`config.mk`:
```
export PLATFORM = sky130hd
export DESIGN_NAME = pac_accumulator
export DESIGN_NICKNAME = d
export VERILOG_FILES = /design/src/include/pac_pkg.sv /design/src/verilog/pac_accumulator.sv
export SDC_FILE = /design/constraint.sdc
export NUM_CORES = 1
export LEC_CHECK = 0
export BUFFER_PORTS_ARGS = -buffer_cell sky130_fd_sc_hd__buf_2
export CAP_MARGIN = 20
export CORE_MARGIN = 1
export CORE_UTILIZATION = 60
export CTS_BUF_LIST = sky130_fd_sc_hd__clkbuf_4 sky130_fd_sc_hd__clkbuf_8
export DETAILED_ROUTE_END_ITERATION = 8
export PLACE_DENSITY_LB_ADDON = 0.15
export SLEW_MARGIN = 20
export SYNTH_ARGS = -nofsm -noshare
export SYNTH_HDL_FRONTEND = slang
export SYNTH_SLANG_ARGS = --single-unit
export TNS_END_PERCENT = 10
```
`constraint.sdc`:
```
create_clock -name ref_clk -period 2.44 [get_ports ref_clk]
set_input_delay 0.244 -clock ref_clk [delete_from_list [all_inputs] [get_ports ref_clk]]
set_output_delay 0.244 -clock ref_clk [all_outputs]
set_load 0.03 [all_outputs]
```
`src/include/pac_pkg.sv`:
```
// Package for the pulse accumulator counter block: register map, field
// positions, reset values, timing counts and the structs carried on ports.
// Assumes a single 250 MHz clock domain and an 8-bit register port.
package pac_pkg;

   // Register port geometry.
   localparam int          PAC_ADDR_W = 8;
   localparam int          PAC_DATA_W = 8;

   // Register offsets on the plain register port.
   localparam logic [7:0]  PAC_OFF_CONTROL = 8'h00; // accum_control_reg
   localparam logic [7:0]  PAC_OFF_COUNT   = 8'h01; // accum_count_reg
   localparam logic [7:0]  PAC_OFF_MASK2   = 8'h02; // timer_mask_reg_two
   localparam logic [7:0]  PAC_OFF_FLAG2   = 8'h03; // timer_flag_reg_two

   // Control register field positions.
   localparam int          PAC_CTL_ENABLE_BIT = 6;
   localparam int          PAC_CTL_MODE_BIT   = 5;
   localparam int          PAC_CTL_EDGE_BIT   = 4;
   localparam int          PAC_CTL_CCSEL_BIT  = 2;
   localparam int          PAC_CTL_RATE_LSB   = 0;

   // Mask and flag register field positions (same layout in both).
   localparam int          PAC_IRQ_PERIODIC_BIT = 6;
   localparam int          PAC_IRQ_OVF_BIT      = 5;
   localparam int          PAC_IRQ_EDGE_BIT     = 4;

   // Timing: gated time base divider and periodic divider.
   localparam int          PAC_GATE_DIV      = 64;
   localparam int          PAC_GATE_DIV_W    = 6;
   localparam logic [5:0]  PAC_GATE_DIV_LAST = 6'(PAC_GATE_DIV - 1);
   localparam int          PAC_PERIODIC_LOG2 = 13;
   localparam int          PAC_PERIODIC_W    = 16;

   // Counter wrap point.
   localparam logic [7:0]  PAC_COUNT_MAX = 8'hFF;

   // Control register fields.
   typedef struct packed {
      logic       enable;   // accum_enable
      logic       mode;     // accum_mode_sel: 0 event, 1 gated
      logic       edgeSel;  // accum_edge_sel
      logic       ccSel;    // capture_compare_sel
      logic [1:0] rate;     // periodic_rate_sel
   } pac_ctrl_t;

   // One bit for each event source; used for flags, enables and requests.
   typedef struct packed {
      logic periodic;
      logic ovf;
      logic edgeEv;
   } pac_irq_t;

   // Register port request from software.
   typedef struct packed {
      logic                  wr;
      logic                  rd;
      logic [PAC_ADDR_W-1:0] addr;
      logic [PAC_DATA_W-1:0] wdata;
   } pac_bus_req_t;

   // Reset values.
   localparam pac_ctrl_t   PAC_CTRL_RST = '{default: 1'b0};
   localparam pac_irq_t    PAC_IRQ_RST  = '{default: 1'b0};

endpackage

```
`src/verilog/pac_accumulator.sv`:
```
// Pulse accumulator counter: 8-bit event counter or gated time
// accumulator, with overflow, input-edge and periodic flags.
// Assumes accumInputPin and the register port are synchronous to ref_clk.
//
// Local design decisions: the address-and-strobe port and the placing of the registers.

// Contract
// RULE1 - 8-bit counter works as event counter or gated time accumulator.
// RULE2 - Outside source toggles the input no faster than half the clock.
// RULE3 - Gated mode counts a free divide-by-64 tick while input active.
// RULE4 - Enable bit 0 stops the whole accumulator, 1 runs it; the periodic timer and flag run on with enable 0.
// RULE5 - Mode bit 0 selects event counting, 1 gated accumulation.
// RULE6 - Event mode: edge bit 0 counts falling edges, 1 rising edges.
// RULE7 - Gated mode: edge bit 0 stops on low input, 1 on high.
// RULE8 - Select bit 0 enables fifth compare, 1 enables fourth capture.
// RULE9 - Periodic logic runs from a 2^13 tick plus a rate divider.
// RULE10 - Count survives reset and is readable and writable anytime.
// RULE11 - Count reads return the accumulated value with gate inactive.
// RULE12 - Increments and software reads never collide.
// RULE13 - Overflow flag sets when the count wraps from FF to 00.
// RULE14 - Writing one to flag bit 5 clears the overflow flag.
// RULE15 - Overflow enable gates the request only, never the flag.
// RULE16 - Edge flag sets on each selected input edge.
// RULE17 - Writing one to flag bit 4 clears the edge flag.
// RULE18 - Edge enable gates the request only, never the flag.
// RULE19 - Service software clears the flag before returning.
// RULE20 - Rate values 0 to 3 give periods of 2^13 to 2^16 clocks.
// RULE21 - Each period runs from the previous timeout, not the clear.
// RULE22 - A count write replaces the count; counting continues from it.
// RULE23 - Flag bits written as zero leave their flags unchanged.
module pac_accumulator #(
   parameter int PERIODIC_LOG2 = pac_pkg::PAC_PERIODIC_LOG2
) (
   input  wire logic                 ref_clk,          // 250 MHz clock.
   input  wire logic                 srst,             // Sync reset, high.
   input  wire pac_pkg::pac_bus_req_t busReq,          // Register request.
   output      logic [7:0]           busRdata,         // Read data, +1 cycle.
   input  wire logic                 accumInputPin,    // Event or gate pin.
   output      pac_pkg::pac_irq_t    irqReq,           // Request per source.
   output      logic                 fifthOcEnable,    // Compare 5 on.
   output      logic                 fourthIcEnable    // Capture 4 on.
);
   import pac_pkg::*;

   // The rate field adds up to three more divide-by-two stages.
   if (PERIODIC_LOG2 < 1 || PERIODIC_LOG2 + 3 > PAC_PERIODIC_W) begin : g_chk
      $error("PERIODIC_LOG2 out of range for the periodic counter");
   end

   // Whole state of the block in one record.
   typedef struct packed {
      pac_ctrl_t                 ctrl;
      pac_irq_t                  mask;
      pac_irq_t                  flags;
      logic [7:0]                count;
      logic                      pinPrev;
      logic [PAC_GATE_DIV_W-1:0] gateDiv;
      logic [PAC_PERIODIC_W-1:0] perCnt;
      logic [7:0]                rdata;
      pac_irq_t                  irq;
      logic                      ocEn;
      logic                      icEn;
   } pac_state_t;

   pac_state_t state_reg;
   pac_state_t state_next;

   // Address match, used for every register decode.
   function automatic logic addrHit(input logic [7:0] a,
                                    input logic [7:0] off);
      return a == off;
   endfunction

   logic                      wrCtrl;
   logic                      wrCount;
   logic                      wrMask;
   logic                      wrFlag;
   logic                      pinRise;
   logic                      pinFall;
   logic                      selEdge;
   logic                      gateActive;
   logic                      gateTick;
   logic                      countInc;
   logic                      countWrap;
   logic                      perTimeout;
   logic [PAC_PERIODIC_W-1:0] perLast;
   logic [7:0]                readMux;

   // Decodes of software writes.
   assign wrCtrl  = busReq.wr && addrHit(busReq.addr, PAC_OFF_CONTROL);
   assign wrCount = busReq.wr && addrHit(busReq.addr, PAC_OFF_COUNT);
   assign wrMask  = busReq.wr && addrHit(busReq.addr, PAC_OFF_MASK2);
   assign wrFlag  = busReq.wr && addrHit(busReq.addr, PAC_OFF_FLAG2);

   // Input edges; the source keeps each level at least one clock.
   assign pinRise = accumInputPin && !state_reg.pinPrev; // see RULE2
   assign pinFall = !accumInputPin && state_reg.pinPrev;
   // The counted edge in event mode is also the gate's trailing edge.
   assign selEdge = state_reg.ctrl.edgeSel ? pinRise : pinFall; // see RULE6
   assign gateActive = state_reg.ctrl.edgeSel ? !accumInputPin
                                              : accumInputPin; // see RULE7
   assign gateTick = state_reg.gateDiv == PAC_GATE_DIV_LAST; // see RULE3

   // Count step: gated tick or selected edge, only while enabled.
   always_comb begin
      countInc = 1'b0;
      if (state_reg.ctrl.enable) begin // see RULE4
         if (state_reg.ctrl.mode) begin // see RULE5
            countInc = gateTick && gateActive; // see RULE3
         end else begin
            countInc = selEdge; // see RULE1
         end
      end
   end
   assign countWrap = countInc && (state_reg.count == PAC_COUNT_MAX);

   // Periodic interval: 2^(base+rate) clocks from the last timeout.
   // A greater-or-equal compare keeps a lowered rate from a long wrap.
   assign perLast = PAC_PERIODIC_W'((17'h1 << (PERIODIC_LOG2
                    + int'(state_reg.ctrl.rate))) - 17'h1); // see RULE20
   assign perTimeout = state_reg.perCnt >= perLast; // see RULE9

   // Read data; reserved bits read as zero, unmapped offsets read zero.
   always_comb begin
      readMux = 8'h00;
      if (addrHit(busReq.addr, PAC_OFF_CONTROL)) begin
         readMux[PAC_CTL_ENABLE_BIT] = state_reg.ctrl.enable;
         readMux[PAC_CTL_MODE_BIT]   = state_reg.ctrl.mode;
         readMux[PAC_CTL_EDGE_BIT]   = state_reg.ctrl.edgeSel;
         readMux[PAC_CTL_CCSEL_BIT]  = state_reg.ctrl.ccSel;
         readMux[PAC_CTL_RATE_LSB +: 2] = state_reg.ctrl.rate;
      end else if (addrHit(busReq.addr, PAC_OFF_COUNT)) begin
         readMux = state_reg.count; // see RULE11
      end else if (addrHit(busReq.addr, PAC_OFF_MASK2)) begin
         readMux[PAC_IRQ_PERIODIC_BIT] = state_reg.mask.periodic;
         readMux[PAC_IRQ_OVF_BIT]      = state_reg.mask.ovf;
         readMux[PAC_IRQ_EDGE_BIT]     = state_reg.mask.edgeEv;
      end else if (addrHit(busReq.addr, PAC_OFF_FLAG2)) begin
         readMux[PAC_IRQ_PERIODIC_BIT] = state_reg.flags.periodic;
         readMux[PAC_IRQ_OVF_BIT]      = state_reg.flags.ovf;
         readMux[PAC_IRQ_EDGE_BIT]     = state_reg.flags.edgeEv;
      end
   end

   // Next state. Reset restores everything except the count.
   always_comb begin
      state_next = state_reg;
      state_next.pinPrev = accumInputPin;
      // The divide-by-64 base runs free so the gate sees a steady tick.
      state_next.gateDiv = state_reg.gateDiv + 1'b1; // see RULE3
      state_next.perCnt  = perTimeout ? '0
                                      : state_reg.perCnt + 1'b1; // see RULE21
      if (wrCtrl) begin
         state_next.ctrl.enable  = busReq.wdata[PAC_CTL_ENABLE_BIT];
         state_next.ctrl.mode    = busReq.wdata[PAC_CTL_MODE_BIT];
         state_next.ctrl.edgeSel = busReq.wdata[PAC_CTL_EDGE_BIT];
         state_next.ctrl.ccSel   = busReq.wdata[PAC_CTL_CCSEL_BIT];
         state_next.ctrl.rate    = busReq.wdata[PAC_CTL_RATE_LSB +: 2];
      end
      if (wrMask) begin
         state_next.mask.periodic = busReq.wdata[PAC_IRQ_PERIODIC_BIT];
         state_next.mask.ovf      = busReq.wdata[PAC_IRQ_OVF_BIT];
         state_next.mask.edgeEv   = busReq.wdata[PAC_IRQ_EDGE_BIT];
      end
      // A count write wins over a step that lands in the same cycle;
      // reads use the registered count, so they never see a half step.
      if (wrCount) begin
         state_next.count = busReq.wdata; // see RULE22
      end else if (countInc) begin
         state_next.count = state_reg.count + 1'b1; // see RULE12
      end
      // Clears by writing ones; a new event in the same cycle wins.
      if (wrFlag) begin
         if (busReq.wdata[PAC_IRQ_PERIODIC_BIT]) begin
            state_next.flags.periodic = 1'b0;
         end
         if (busReq.wdata[PAC_IRQ_OVF_BIT]) begin
            state_next.flags.ovf = 1'b0; // see RULE14 and RULE23
         end
         if (busReq.wdata[PAC_IRQ_EDGE_BIT]) begin
            state_next.flags.edgeEv = 1'b0; // see RULE17
         end
      end
      if (perTimeout) begin
         state_next.flags.periodic = 1'b1;
      end
      if (countWrap) begin
         state_next.flags.ovf = 1'b1; // see RULE13
      end
      if (state_reg.ctrl.enable && selEdge) begin
         state_next.flags.edgeEv = 1'b1; // see RULE16
      end
      // Requests follow flag and enable; enables never touch flags.
      state_next.irq = state_next.flags & state_next.mask; // see RULE15
      state_next.ocEn = !state_next.ctrl.ccSel; // see RULE8
      state_next.icEn = state_next.ctrl.ccSel;
      state_next.rdata = busReq.rd ? readMux : 8'h00;
      if (srst) begin
         state_next.ctrl    = PAC_CTRL_RST;
         state_next.mask    = PAC_IRQ_RST;
         state_next.flags   = PAC_IRQ_RST;
         state_next.irq     = PAC_IRQ_RST;
         state_next.pinPrev = 1'b0;
         state_next.gateDiv = '0;
         state_next.perCnt  = '0;
         state_next.rdata   = 8'h00;
         state_next.ocEn    = 1'b1;
         state_next.icEn    = 1'b0;
         state_next.count   = state_reg.count; // see RULE10
      end
   end

   // Single state register; reset is handled in the next-state logic.
   always_ff @(posedge ref_clk) begin
      state_reg <= state_next;
   end

   // Outputs straight from the state register.
   assign busRdata       = state_reg.rdata;
   assign irqReq         = state_reg.irq; // see RULE18
   assign fifthOcEnable  = state_reg.ocEn;
   assign fourthIcEnable = state_reg.icEn;
endmodule // pac_accumulator

```
==> metrics.md, run 1 <==
| Metric | Value |
|---|---|
| Outcome | finished clean |
| Synth cell types | between 40 and 50 |
| Leakage | ~1.2 nW |
| CTS clock-pin slew for the worst setup and hold paths | 90 ps |
| Core Region | roughly 4400 um2 |
| Antenna cells | 0 |
| Share of layout cells above drive strength 1 | 17.6% |
| Die height | 69.6 um |
| Gr ovfl total | 0 |
| Vias in the first global route | roughly 1.9k |
| Post-place setup slack | roughly 410 ps |
| First-pass GRT wire length | roughly 8800 um |
| Site row count | 24 |
| Post-layout power | 1.51 mW |
| H-tree depth | 2 |
| NumNets Final | approximately 340 |
| Post-DP HPWL | between 3000 and 4000 um |
| CP cell instances | inv_1, ha_1, o21ai_0, nor2_1, or4_1, a211oi_1 |
| Initial Utilization | 62.5% |
| Die Width | roughly 70 um |
| CP Capture Type | flop |
| Clock buffer depth | 2 |
| First-pass iteration count of the detailed router | 4 |
| Synthesized flop and latch total | 55 |
| Sequential area share after synthesis | 43.1% |
| CP max stage delay | about 700 ps |
| Mapped Cells | 277 |
| Post_cts resized | 0 |
| Final hold slack | 208 ps |
| Post-Syn Area per Cell | 9.89 um2 |
| Final period util | between 80 and 90% |
| Routed vias | approximately 2.0k |
| Clock insertion delay at the later pin of the skew report | ~300 ps |
| Synth cell count leaders | 47 x dfxtp_1, 23 x nor2_1, 18 x nor3_1 |
| Actual transition at the worst max-transition pin | ~600 ps |
| Vias/cell | about 5.7 |
| Peak supply drop | 0.356 mV |
| Startpoint Class | flop |
| # hold bufs at CTS | 0 |
| Worst Hold Class | in -> reg |
| Max Fclk | 492 MHz |
| Critical path type | reg -> reg |
| Num Clock Sinks | 55 |
| Largest register FFs | between 40 and 50 |
| Top cells by area, synth | dfxtp_1 34%, edfxtp_1 8.8%, ha_1 6.9% |
| Max-Cap Viols | 0 |
| Pwr dens | ~510 nW/um2 |
| Post-route ant nets | 0 |
| Drt drc | 0 |
| Max_slew headroom | between 60% and 70% |
| Inserted Clock Buffers | 5 |
| CP Data Arrival Time | around 2300 ps |
| CTS root buf | clkbuf_8 |
| CTS tree | built |
| Max Slew Vio Count | 0 |
| Top cell type's share of synthesized area | about 34% |
| Most instantiated library cell after synthesis | dfxtp_1 |
| Dominant cell type by area after synthesis | dfxtp_1 |
| Initial DRC count | about 110 |
| Post-synthesis cell area | around 2700 um2 |
| GRT Resource Usage Total | between 20% and 30% |
| Area grow syn2layout | 8.68% |
| Fin crit period | 2030 ps |
| EDFF count, synth | 8 |
| Yosys Warn Count | 0 |
| IO Port Bufs | 33 |
| Asr flop ratio synth | 0% |
| Gpl congestion | slightly above 0.8 |
| IO Pins | 34 |
| Largest net degree at the start of global routing | 26 |
| Final worst slack | between 400 and 500 ps |
| RSZ-0062 raised after global routing | false |
| Total Wirelength | 5210 um |
| Slowest-stage cell, CP | or4_1 |
| TNS Setup | 0 ps |
| Fillers | 340 |
| Ys flop type | dfxtp_1 |
| Die area | around 4800 um2 |
| CP max FO | 16 |
| Initial antenna violation count | 0 |
| Setup bufs post-CTS | 0 |
| Max Clock Skew | between 6 and 7 ps |
| WL per Instance | 14.5 um |
| CP required | approximately 2700 ps |
| Endpoints failing setup | 0 |
| Final hold violation count | 0 |
logic make-up (layout without fill, tap and decap cells):
| group | count (synthesis) | count (layout) | synth area share, % |
|---|---|---|---|
| simple gates | 111 | 111 | 22.7 |
| flops | 55 | 55 | 43.1 |
| compound gates | 32 | 32 | 7.40 |
| buf+inv | 26 | 48 | 5.80 |
| xor+xnor | 21 | 21 | 6.72 |
| mux | 16 | 16 | 7.26 |
| fa+ha+maj | 15 | 15 | 6.85 |
| other cells | 1 | 8 | 0.137 |
cells in the final DEF, fill, tap and decap left out, drive strengths merged, types with 2 or more instances in the layout:
cell type	synthesis	layout
dfxtp	47	47
nor3	18	18
nor2b	6	6
conb	1	8
nor2	23	23
a21oi	8	8
or3	2	2
buf	17	39
nand3	11	11
clkbuf	7	6
mux4	3	3
or4	2	2
nand2	16	16
o21ai	10	10
o31ai	2	2
mux2i	12	12
and3	4	4
a211oi	7	7
xor2	16	16
inv	2	2
ha	15	15
and4b	2	2
edfxtp	8	8
xnor2	5	5
and4	2	2
nand4	13	13
and2	3	3
final timing paths:
path / from / endpoint / slack (ps) / cells past startpoint
max: state_reg[51] / state_reg[26] / 410 / 6
min: busReq[1] / state_reg[51] / 210 / 3
max reg2reg: state_reg[51] / state_reg[26] / 410 / 6
min reg2reg: state_reg[29] / state_reg[29] / 460 / 1
where the power goes:
group	leakage [nW]	switching (mW)	internal, mW
Combinational	0.676	0.0465	0.0360
Sequential	0.452	0.00815	0.925
Clock	0.0470	0.275	0.223
Total	1.17	0.330	1.18
through the flow:
| stage | util (%) | cell area [um2] | cells |
|---|---|---|---|
| 2_1_floorplan | - | 2770 | 284 |
| 3_3_place_gp | 65.9 | 2890 | 351 |
| 3_5_place_dp | 65.9 | 2890 | 351 |
| 4_1_cts | 67.9 | 2980 | 358 |
| 5_1_grt | 67.9 | 2980 | 358 |
| 6_report | 67.9 | 2980 | 358 |
critical path: cells and delay by family (launching register included):
| kind | cells | cell delay [ps] |
|---|---|---|
| AOI/OAI and AO/OA | 2 | 420 |
| adders and majority gates | 1 | 290 |
| buffers and inverters | 1 | 70 |
| DFF | 1 | 390 |
| and+or+nand+nor | 2 | 770 |
layout make-up:
cell class	count	area, um2	share of cell area, %
Multi-Input combinational cell	203	1430	47.9
Sequential cell	55	1180	39.7
Timing Repair Buffer	39	210	7.06
Clock buffer	6	82.6	2.77
Tap cell	52	65.1	2.19
Inverter	2	7.51	0.252
Clock inverter	1	5.00	0.168
layer usage:
| layer | wire, um | vias up | GRT usage, % |
|---|---|---|---|
| li1 | - | 1040 | - |
| met1 | 2440 | 960 | 29.1 |
| met2 | 2560 | 31 | 39.2 |
| met3 | 134 | 7 | 3.63 |
| met4 | 74 | 0 | 8.62 |
| met5 | 0 | - | 0 |
Note: power is estimated with default switching activity, not from simulation.
==> inputs of run 2 (changes only) <==
Clock period 2.44 ns to 1.9 ns, I/O delays scaled along.
==> run 2 against run 1 <==
Clock skew up 1.4 ps. Hold slack worse by 62 ps. Combinational power is 35% higher. Worst setup slack got worse by 290 ps. Cell area grew 3.6%. Core utilization increased by 2.5 points. Maximum frequency is 14% higher. Clock power up 57%. Global-route usage is 0.26 points higher. Via count is 3.5% higher. Clock-buffer cell count unchanged. Sequential share of layout area fell by 1.3 points. Critical endpoint unchanged. Largest cell class unchanged.
==> metrics.md, run 2 (synthesized netlist as in run 1, its figures left out) <==
| Metric | Value |
|---|---|
| Outcome | finished clean |
| CP Data Arrival Time | 2000 ps (-250 ps) |
| Die height | 69.6 um (unchanged) |
| CP Capture Type | flop |
| Worst Hold Class | in -> reg |
| Post-place setup slack | 28.3 ps (-381 ps) |
| CP required | 2120 ps (-540 ps) |
| Gpl congestion | 0.795 (-1.6%) |
| Critical path type | reg -> reg |
| Area grow syn2layout | 12.6% |
| Endpoints failing setup | 0 (unchanged) |
| Site row count | 24 (unchanged) |
| Final hold slack | 146 ps (-62.2 ps) |
| First-pass GRT wire length | 8910 um (+1.0%) |
| Final period util | 93.9% (+11 points) |
| Antenna cells | 0 (unchanged) |
| Max Clock Skew | 7.94 ps (+1.43 ps) |
| First-pass iteration count of the detailed router | 4 (unchanged) |
| Routed vias | 2110 (+3.5%) |
| Vias in the first global route | 1976 (+4.3%) |
| Fin crit period | 1780 ps (-247 ps) |
| RSZ-0062 raised after global routing | true |
| Largest net degree at the start of global routing | 17 (-35%) |
| GRT Resource Usage Total | 23.2% (+0.26 points) |
| Fillers | 359 (+5.6%) |
| Final worst slack | 116 ps (-293 ps) |
| Commonest cells after routing, fill and taps aside | 46 x dfxtp_1, 33 x buf_2, 23 x nor2_1 |
| Share of layout cells above drive strength 1 | 21.1% (+3.5 points) |
| Drt drc | 0 (unchanged) |
| Die area | 4840 um2 (unchanged) |
| Leakage | 1.24 nW (+5.5%) |
| WL per Instance | 14.0 um (-4.1%) |
| Total Wirelength | 5150 um (-1.1%) |
| Num Clock Sinks | 55 (unchanged) |
| Post-DP HPWL | 3990 um (+5.6%) |
| CTS clock-pin slew for the worst setup and hold paths | 90 ps (about the same) |
| Clock insertion delay at the later pin of the skew report | 300 ps (about the same) |
| Clock buffer depth | 2 (unchanged) |
| Max Slew Vio Count | 0 (unchanged) |
| CP cell instances | inv_1, ha_1, o21ai_0, nor2_1, or4_1, buf_4, a211oi_1 |
| Post-layout power | 2.09 mW (+38%) |
| NumNets Final | 352 (+2.9%) |
| IO Port Bufs | 33 (unchanged) |
| Initial Utilization | 62.5% (unchanged) |
| Initial antenna violation count | 0 (unchanged) |
| Core Region | 4380 um2 (unchanged) |
| Peak supply drop | 0.510 mV (+43%) |
| IO Pins | 34 (unchanged) |
| Inserted Clock Buffers | 5 (unchanged) |
| Startpoint Class | flop |
| Die Width | 69.6 um (unchanged) |
| Max-Cap Viols | 0 (unchanged) |
| Final core occ | 70.3% (+2.5 points) |
| Post-route ant nets | 0 (unchanged) |
| Final hold violation count | 0 (unchanged) |
| CTS root buf | clkbuf_8 |
| Pwr dens | 679 nW/um2 (+33%) |
| Slowest-stage cell, CP | or4_1 |
| Largest register FFs | 42 (unchanged) |
| CTS tree | built |
| Initial DRC count | 68 (-39%) |
| Max Fclk | 561 MHz (+14%) |
| Commonest non-fill, non-tap cell in the layout | dfxtp_1 |
| H-tree depth | 2 (unchanged) |
| CP max stage delay | 390 ps (-310 ps) |
| CP max FO | 16 (unchanged) |
| Vias/cell | 5.72 (+0.45%) |
| Gr ovfl total | 0 (unchanged) |
run 2: path summary, 6_finish.rpt:
kind | start | to | slack [ps] | cells past startpoint
min reg2reg | state_reg[29] | state_reg[29] | 450 | 1
min | accumInputPin | state_reg[35] | 150 | 2
max | state_reg[51] | state_reg[26] | 120 | 7
max reg2reg | state_reg[51] | state_reg[26] | 120 | 7
run 2: critical path: cells and delay by family, from the launching register on:
kind	cells	cell delay, ps
fa+ha+maj	1	280
simple gates	2	460
compound gates	2	330
flops	1	370
buf+inv	2	260
run 2: what timing repair did:
| item | 4_1_cts | 5_1_grt |
|---|---|---|
| endpoints found under the hold margin | 0 | 0 |
| setup buffers | 0 | 0 |
| setup endpoints to repair | 0 | 16 |
| hold buffers | 0 | 0 |
| gates resized for setup | 0 | 2 |
run 2: power breakdown:
| part | switching [mW] | internal, mW |
|---|---|---|
| registers | 0.0102 | 1.19 |
| logic | 0.0602 | 0.0511 |
| clock network | 0.357 | 0.426 |
| total | 0.427 | 1.67 |
run 2: metal layers:
| metal | track usage, % | up-vias | share of wire [%] |
|---|---|---|---|
| met4 | 7.26 | 0 | 1.4 |
| met5 | 0 | - | 0 |
| li1 | - | 1065 | - |
| met1 | 28.8 | 1006 | 44 |
| met3 | 4.65 | 6 | 3.5 |
| met2 | 40.3 | 33 | 51 |
run 2: final cells by class:
| class | count | area [um2] | area share, % |
|---|---|---|---|
| inverters | 2 | 7.51 | 0.243 |
| well taps | 52 | 65.1 | 2.11 |
| multi-input cells | 203 | 1430 | 46.2 |
| clock inverters | 2 | 35.0 | 1.14 |
| repair buffers | 49 | 285 | 9.25 |
| clock buffers | 6 | 82.6 | 2.68 |
| flip-flops and latches | 55 | 1180 | 38.3 |
run 2: metrics by stage:
step,std cells,TNS (ps),area [um2]
after CTS,369,0,3080
after detailed placement,361,0,2960
after floorplan,284,0,2770
after global routing,369,-79.9,3080
final,369,0,3080
after global placement,361,0,2960
==> inputs of run 3 (changes only) <==
Settings changed: CORE_UTILIZATION 60 to 52, CTS_CLUSTER_SIZE set to 12, RECOVER_POWER set to 25.
==> run 3 against run 2 <==
Wire length rose by 5.0%. Cell area grew 0.53%. Die area grew 15%. Sequential share of layout area down 0.20 points. Largest cell class unchanged. Cell count is 4.3% higher. Clock-buffer cell count shrank 1. Register-to-register slack about the same. Hold slack better by 1.6 ps. Highest routed layer unchanged. Global-route usage decreased by 2.8 points. Critical path type unchanged. Worst setup slack got worse by 14 ps.
==> metrics.md, run 3 (synthesized netlist as in run 1, its figures left out) <==
| Metric | Value |
|---|---|
| Endpoints failing setup | 0 (unchanged) |
| Vias in the first global route | 1903 (-3.7%) |
| Core Region | 5070 um2 (+16%) |
| Drt drc | 0 (unchanged) |
| Commonest cells after routing, fill and taps aside | 46 x dfxtp_1, 23 x nor2_1, 21 x buf_2 |
| Setup bufs post-CTS | 0 (unchanged) |
| IO Port Bufs | 33 (unchanged) |
| Finished Cell Area | 3100 um2 (+0.53%) |
| CTS clock-pin slew for the worst setup and hold paths | 100 ps (about the same) |
| Largest register FFs | 42 (unchanged) |
| Initial Utilization | 54.0% (-8.5 points) |
| Die Width | 74.6 um (+7.2%) |
| Clock buffer depth | 2 (unchanged) |
| Share of layout cells above drive strength 1 | 17.1% (-4.0 points) |
| Worst Hold Class | in -> reg |
| Area grow syn2layout | 13.2% |
| CP Data Arrival Time | 2020 ps (+20 ps) |
| CP Capture Type | flop |
| Max Slew Vio Count | 0 (unchanged) |
| Site row count | 26 (+8.3%) |
| First-pass GRT wire length | 8600 um (-3.5%) |
| Final period util | 94.6% (+0.73 points) |
| Peak supply drop | 0.444 mV (-13%) |
| Antenna cells | 0 (unchanged) |
| Max-Cap Viols | 0 (unchanged) |
| Startpoint Class | flop |
| Post-place instance area | 2970 um2 (+0.25%) |
| GRT Resource Usage Total | 20.4% (-2.8 points) |
| Routed vias | 2054 (-2.7%) |
| Post_cts resized | 1 (+1) |
| Final hold violation count | 0 (unchanged) |
| Max Clock Skew | 4.51 ps (-3.43 ps) |
| Largest net degree at the start of global routing | 18 (+1) |
| Initial DRC count | 75 (+10%) |
| CP max FO | 16 (unchanged) |
| Die height | 74.6 um (+7.2%) |
| # hold bufs at CTS | 0 (unchanged) |
| Clock insertion delay at the later pin of the skew report | 300 ps (about the same) |
| Max Fclk | 556 MHz (-0.78%) |
| CTS tree | built |
| Post-DP HPWL | 3980 um (-0.26%) |
| Pwr dens | 714 nW/um2 (+5.3%) |
| Outcome | finished clean |
| WL per Instance | 14.0 um (+0.65%) |
| Num Clock Sinks | 55 (unchanged) |
| TNS Setup | 0 ps (unchanged) |
| Leakage | 1.18 nW (-4.5%) |
| Initial antenna violation count | 0 (unchanged) |
| Post-route ant nets | 0 (unchanged) |
| Vias/cell | 5.34 (-6.7%) |
| Inserted Clock Buffers | 5 (unchanged) |
| Gpl congestion | 0.746 (-6.1%) |
| Critical path type | reg -> reg |
| Fin crit period | 1800 ps (+14.0 ps) |
| IO Pins | 34 (unchanged) |
| Final hold slack | 147 ps (+1.64 ps) |
| Die area | 5560 um2 (+15%) |
| CP required | 2130 ps (about the same) |
| CTS root buf | clkbuf_8 |
| H-tree depth | 2 (unchanged) |
| Gr ovfl total | 0 (unchanged) |
| Commonest non-fill, non-tap cell in the layout | dfxtp_1 |
| First-pass iteration count of the detailed router | 4 (unchanged) |
| NumNets Final | 350 (-0.57%) |
| Total Wirelength | 5410 um (+5.0%) |
| RSZ-0062 raised after global routing | true |
## run 3: changes by cell type in the layout (fill, tap and decap cells not counted)
cell and delta:
clkinvlp_4 +1, bufinv_16 +1, buf_2 -12, buf_4 -2, o21ai_1 +1, clkbuf_8 -1, a211oi_1 -1, clkbuf_1 +12
o21ai_0 -1, clkinv_2 -1, a211oi_2 +1
## run 3: cell type report
cell class                      count  area [um2]
Sequential cell                    55        1180
Fill cell                         479        1970
Tap cell                           70        87.6
Timing Repair Buffer               47         255
Inverter                            2        7.51
Clock buffer                        5        68.8
Clock inverter                      3        67.6
Multi-Input combinational cell    203        1430
## run 3: worst paths after layout
kind | slack (ps) | startpoint | end | depth (start not counted)
worst max-delay path | 100 | state_reg[51] | state_reg[20] | 7
worst min-delay path | 150 | accumInputPin | state_reg[35] | 2
worst max register to register | 100 | state_reg[51] | state_reg[20] | 7
worst min register to register | 460 | state_reg[29] | state_reg[29] | 1
## run 3: per-layer routing
metal / vias up / routed length [um] / track usage, %
met4: 0 / 83 / 7.55
met5: - / 0 / 0
met2: 24 / 2800 / 36.4
met1: 970 / 2400 / 24.3
met3: 7 / 119 / 3.79
li1: 1053 / - / -
## run 3: critical path: stages, from the launching register on
cell and delay, ps:
dfxtp_2 370, inv_1 50, ha_1 190, a211oi_2 190, nor2_1 90, or4_1 410
buf_4 210, nor3_1 200
## run 3: per-stage QoR
step / utilization, % / setup slack, ps / total power [mW] / std cells
after floorplan: - / 96.8 / 1.29 / 284
after global placement: 58.6 / 97.5 / 1.33 / 377
after detailed placement: 58.6 / 7.22 / 1.34 / 377
after CTS: 61.3 / 6.37 / 2.24 / 385
after global routing: 61.1 / -25.3 / 2.28 / 385
final: 61.1 / 102 / 2.21 / 385
## run 3: power breakdown
part / total [mW] / internal (mW) / switching, mW
clock: 0.905 / 0.525 / 0.380
combinational: 0.111 / 0.0496 / 0.0616
sequential: 1.20 / 1.19 / 0.0106
total: 2.21 / 1.76 / 0.452
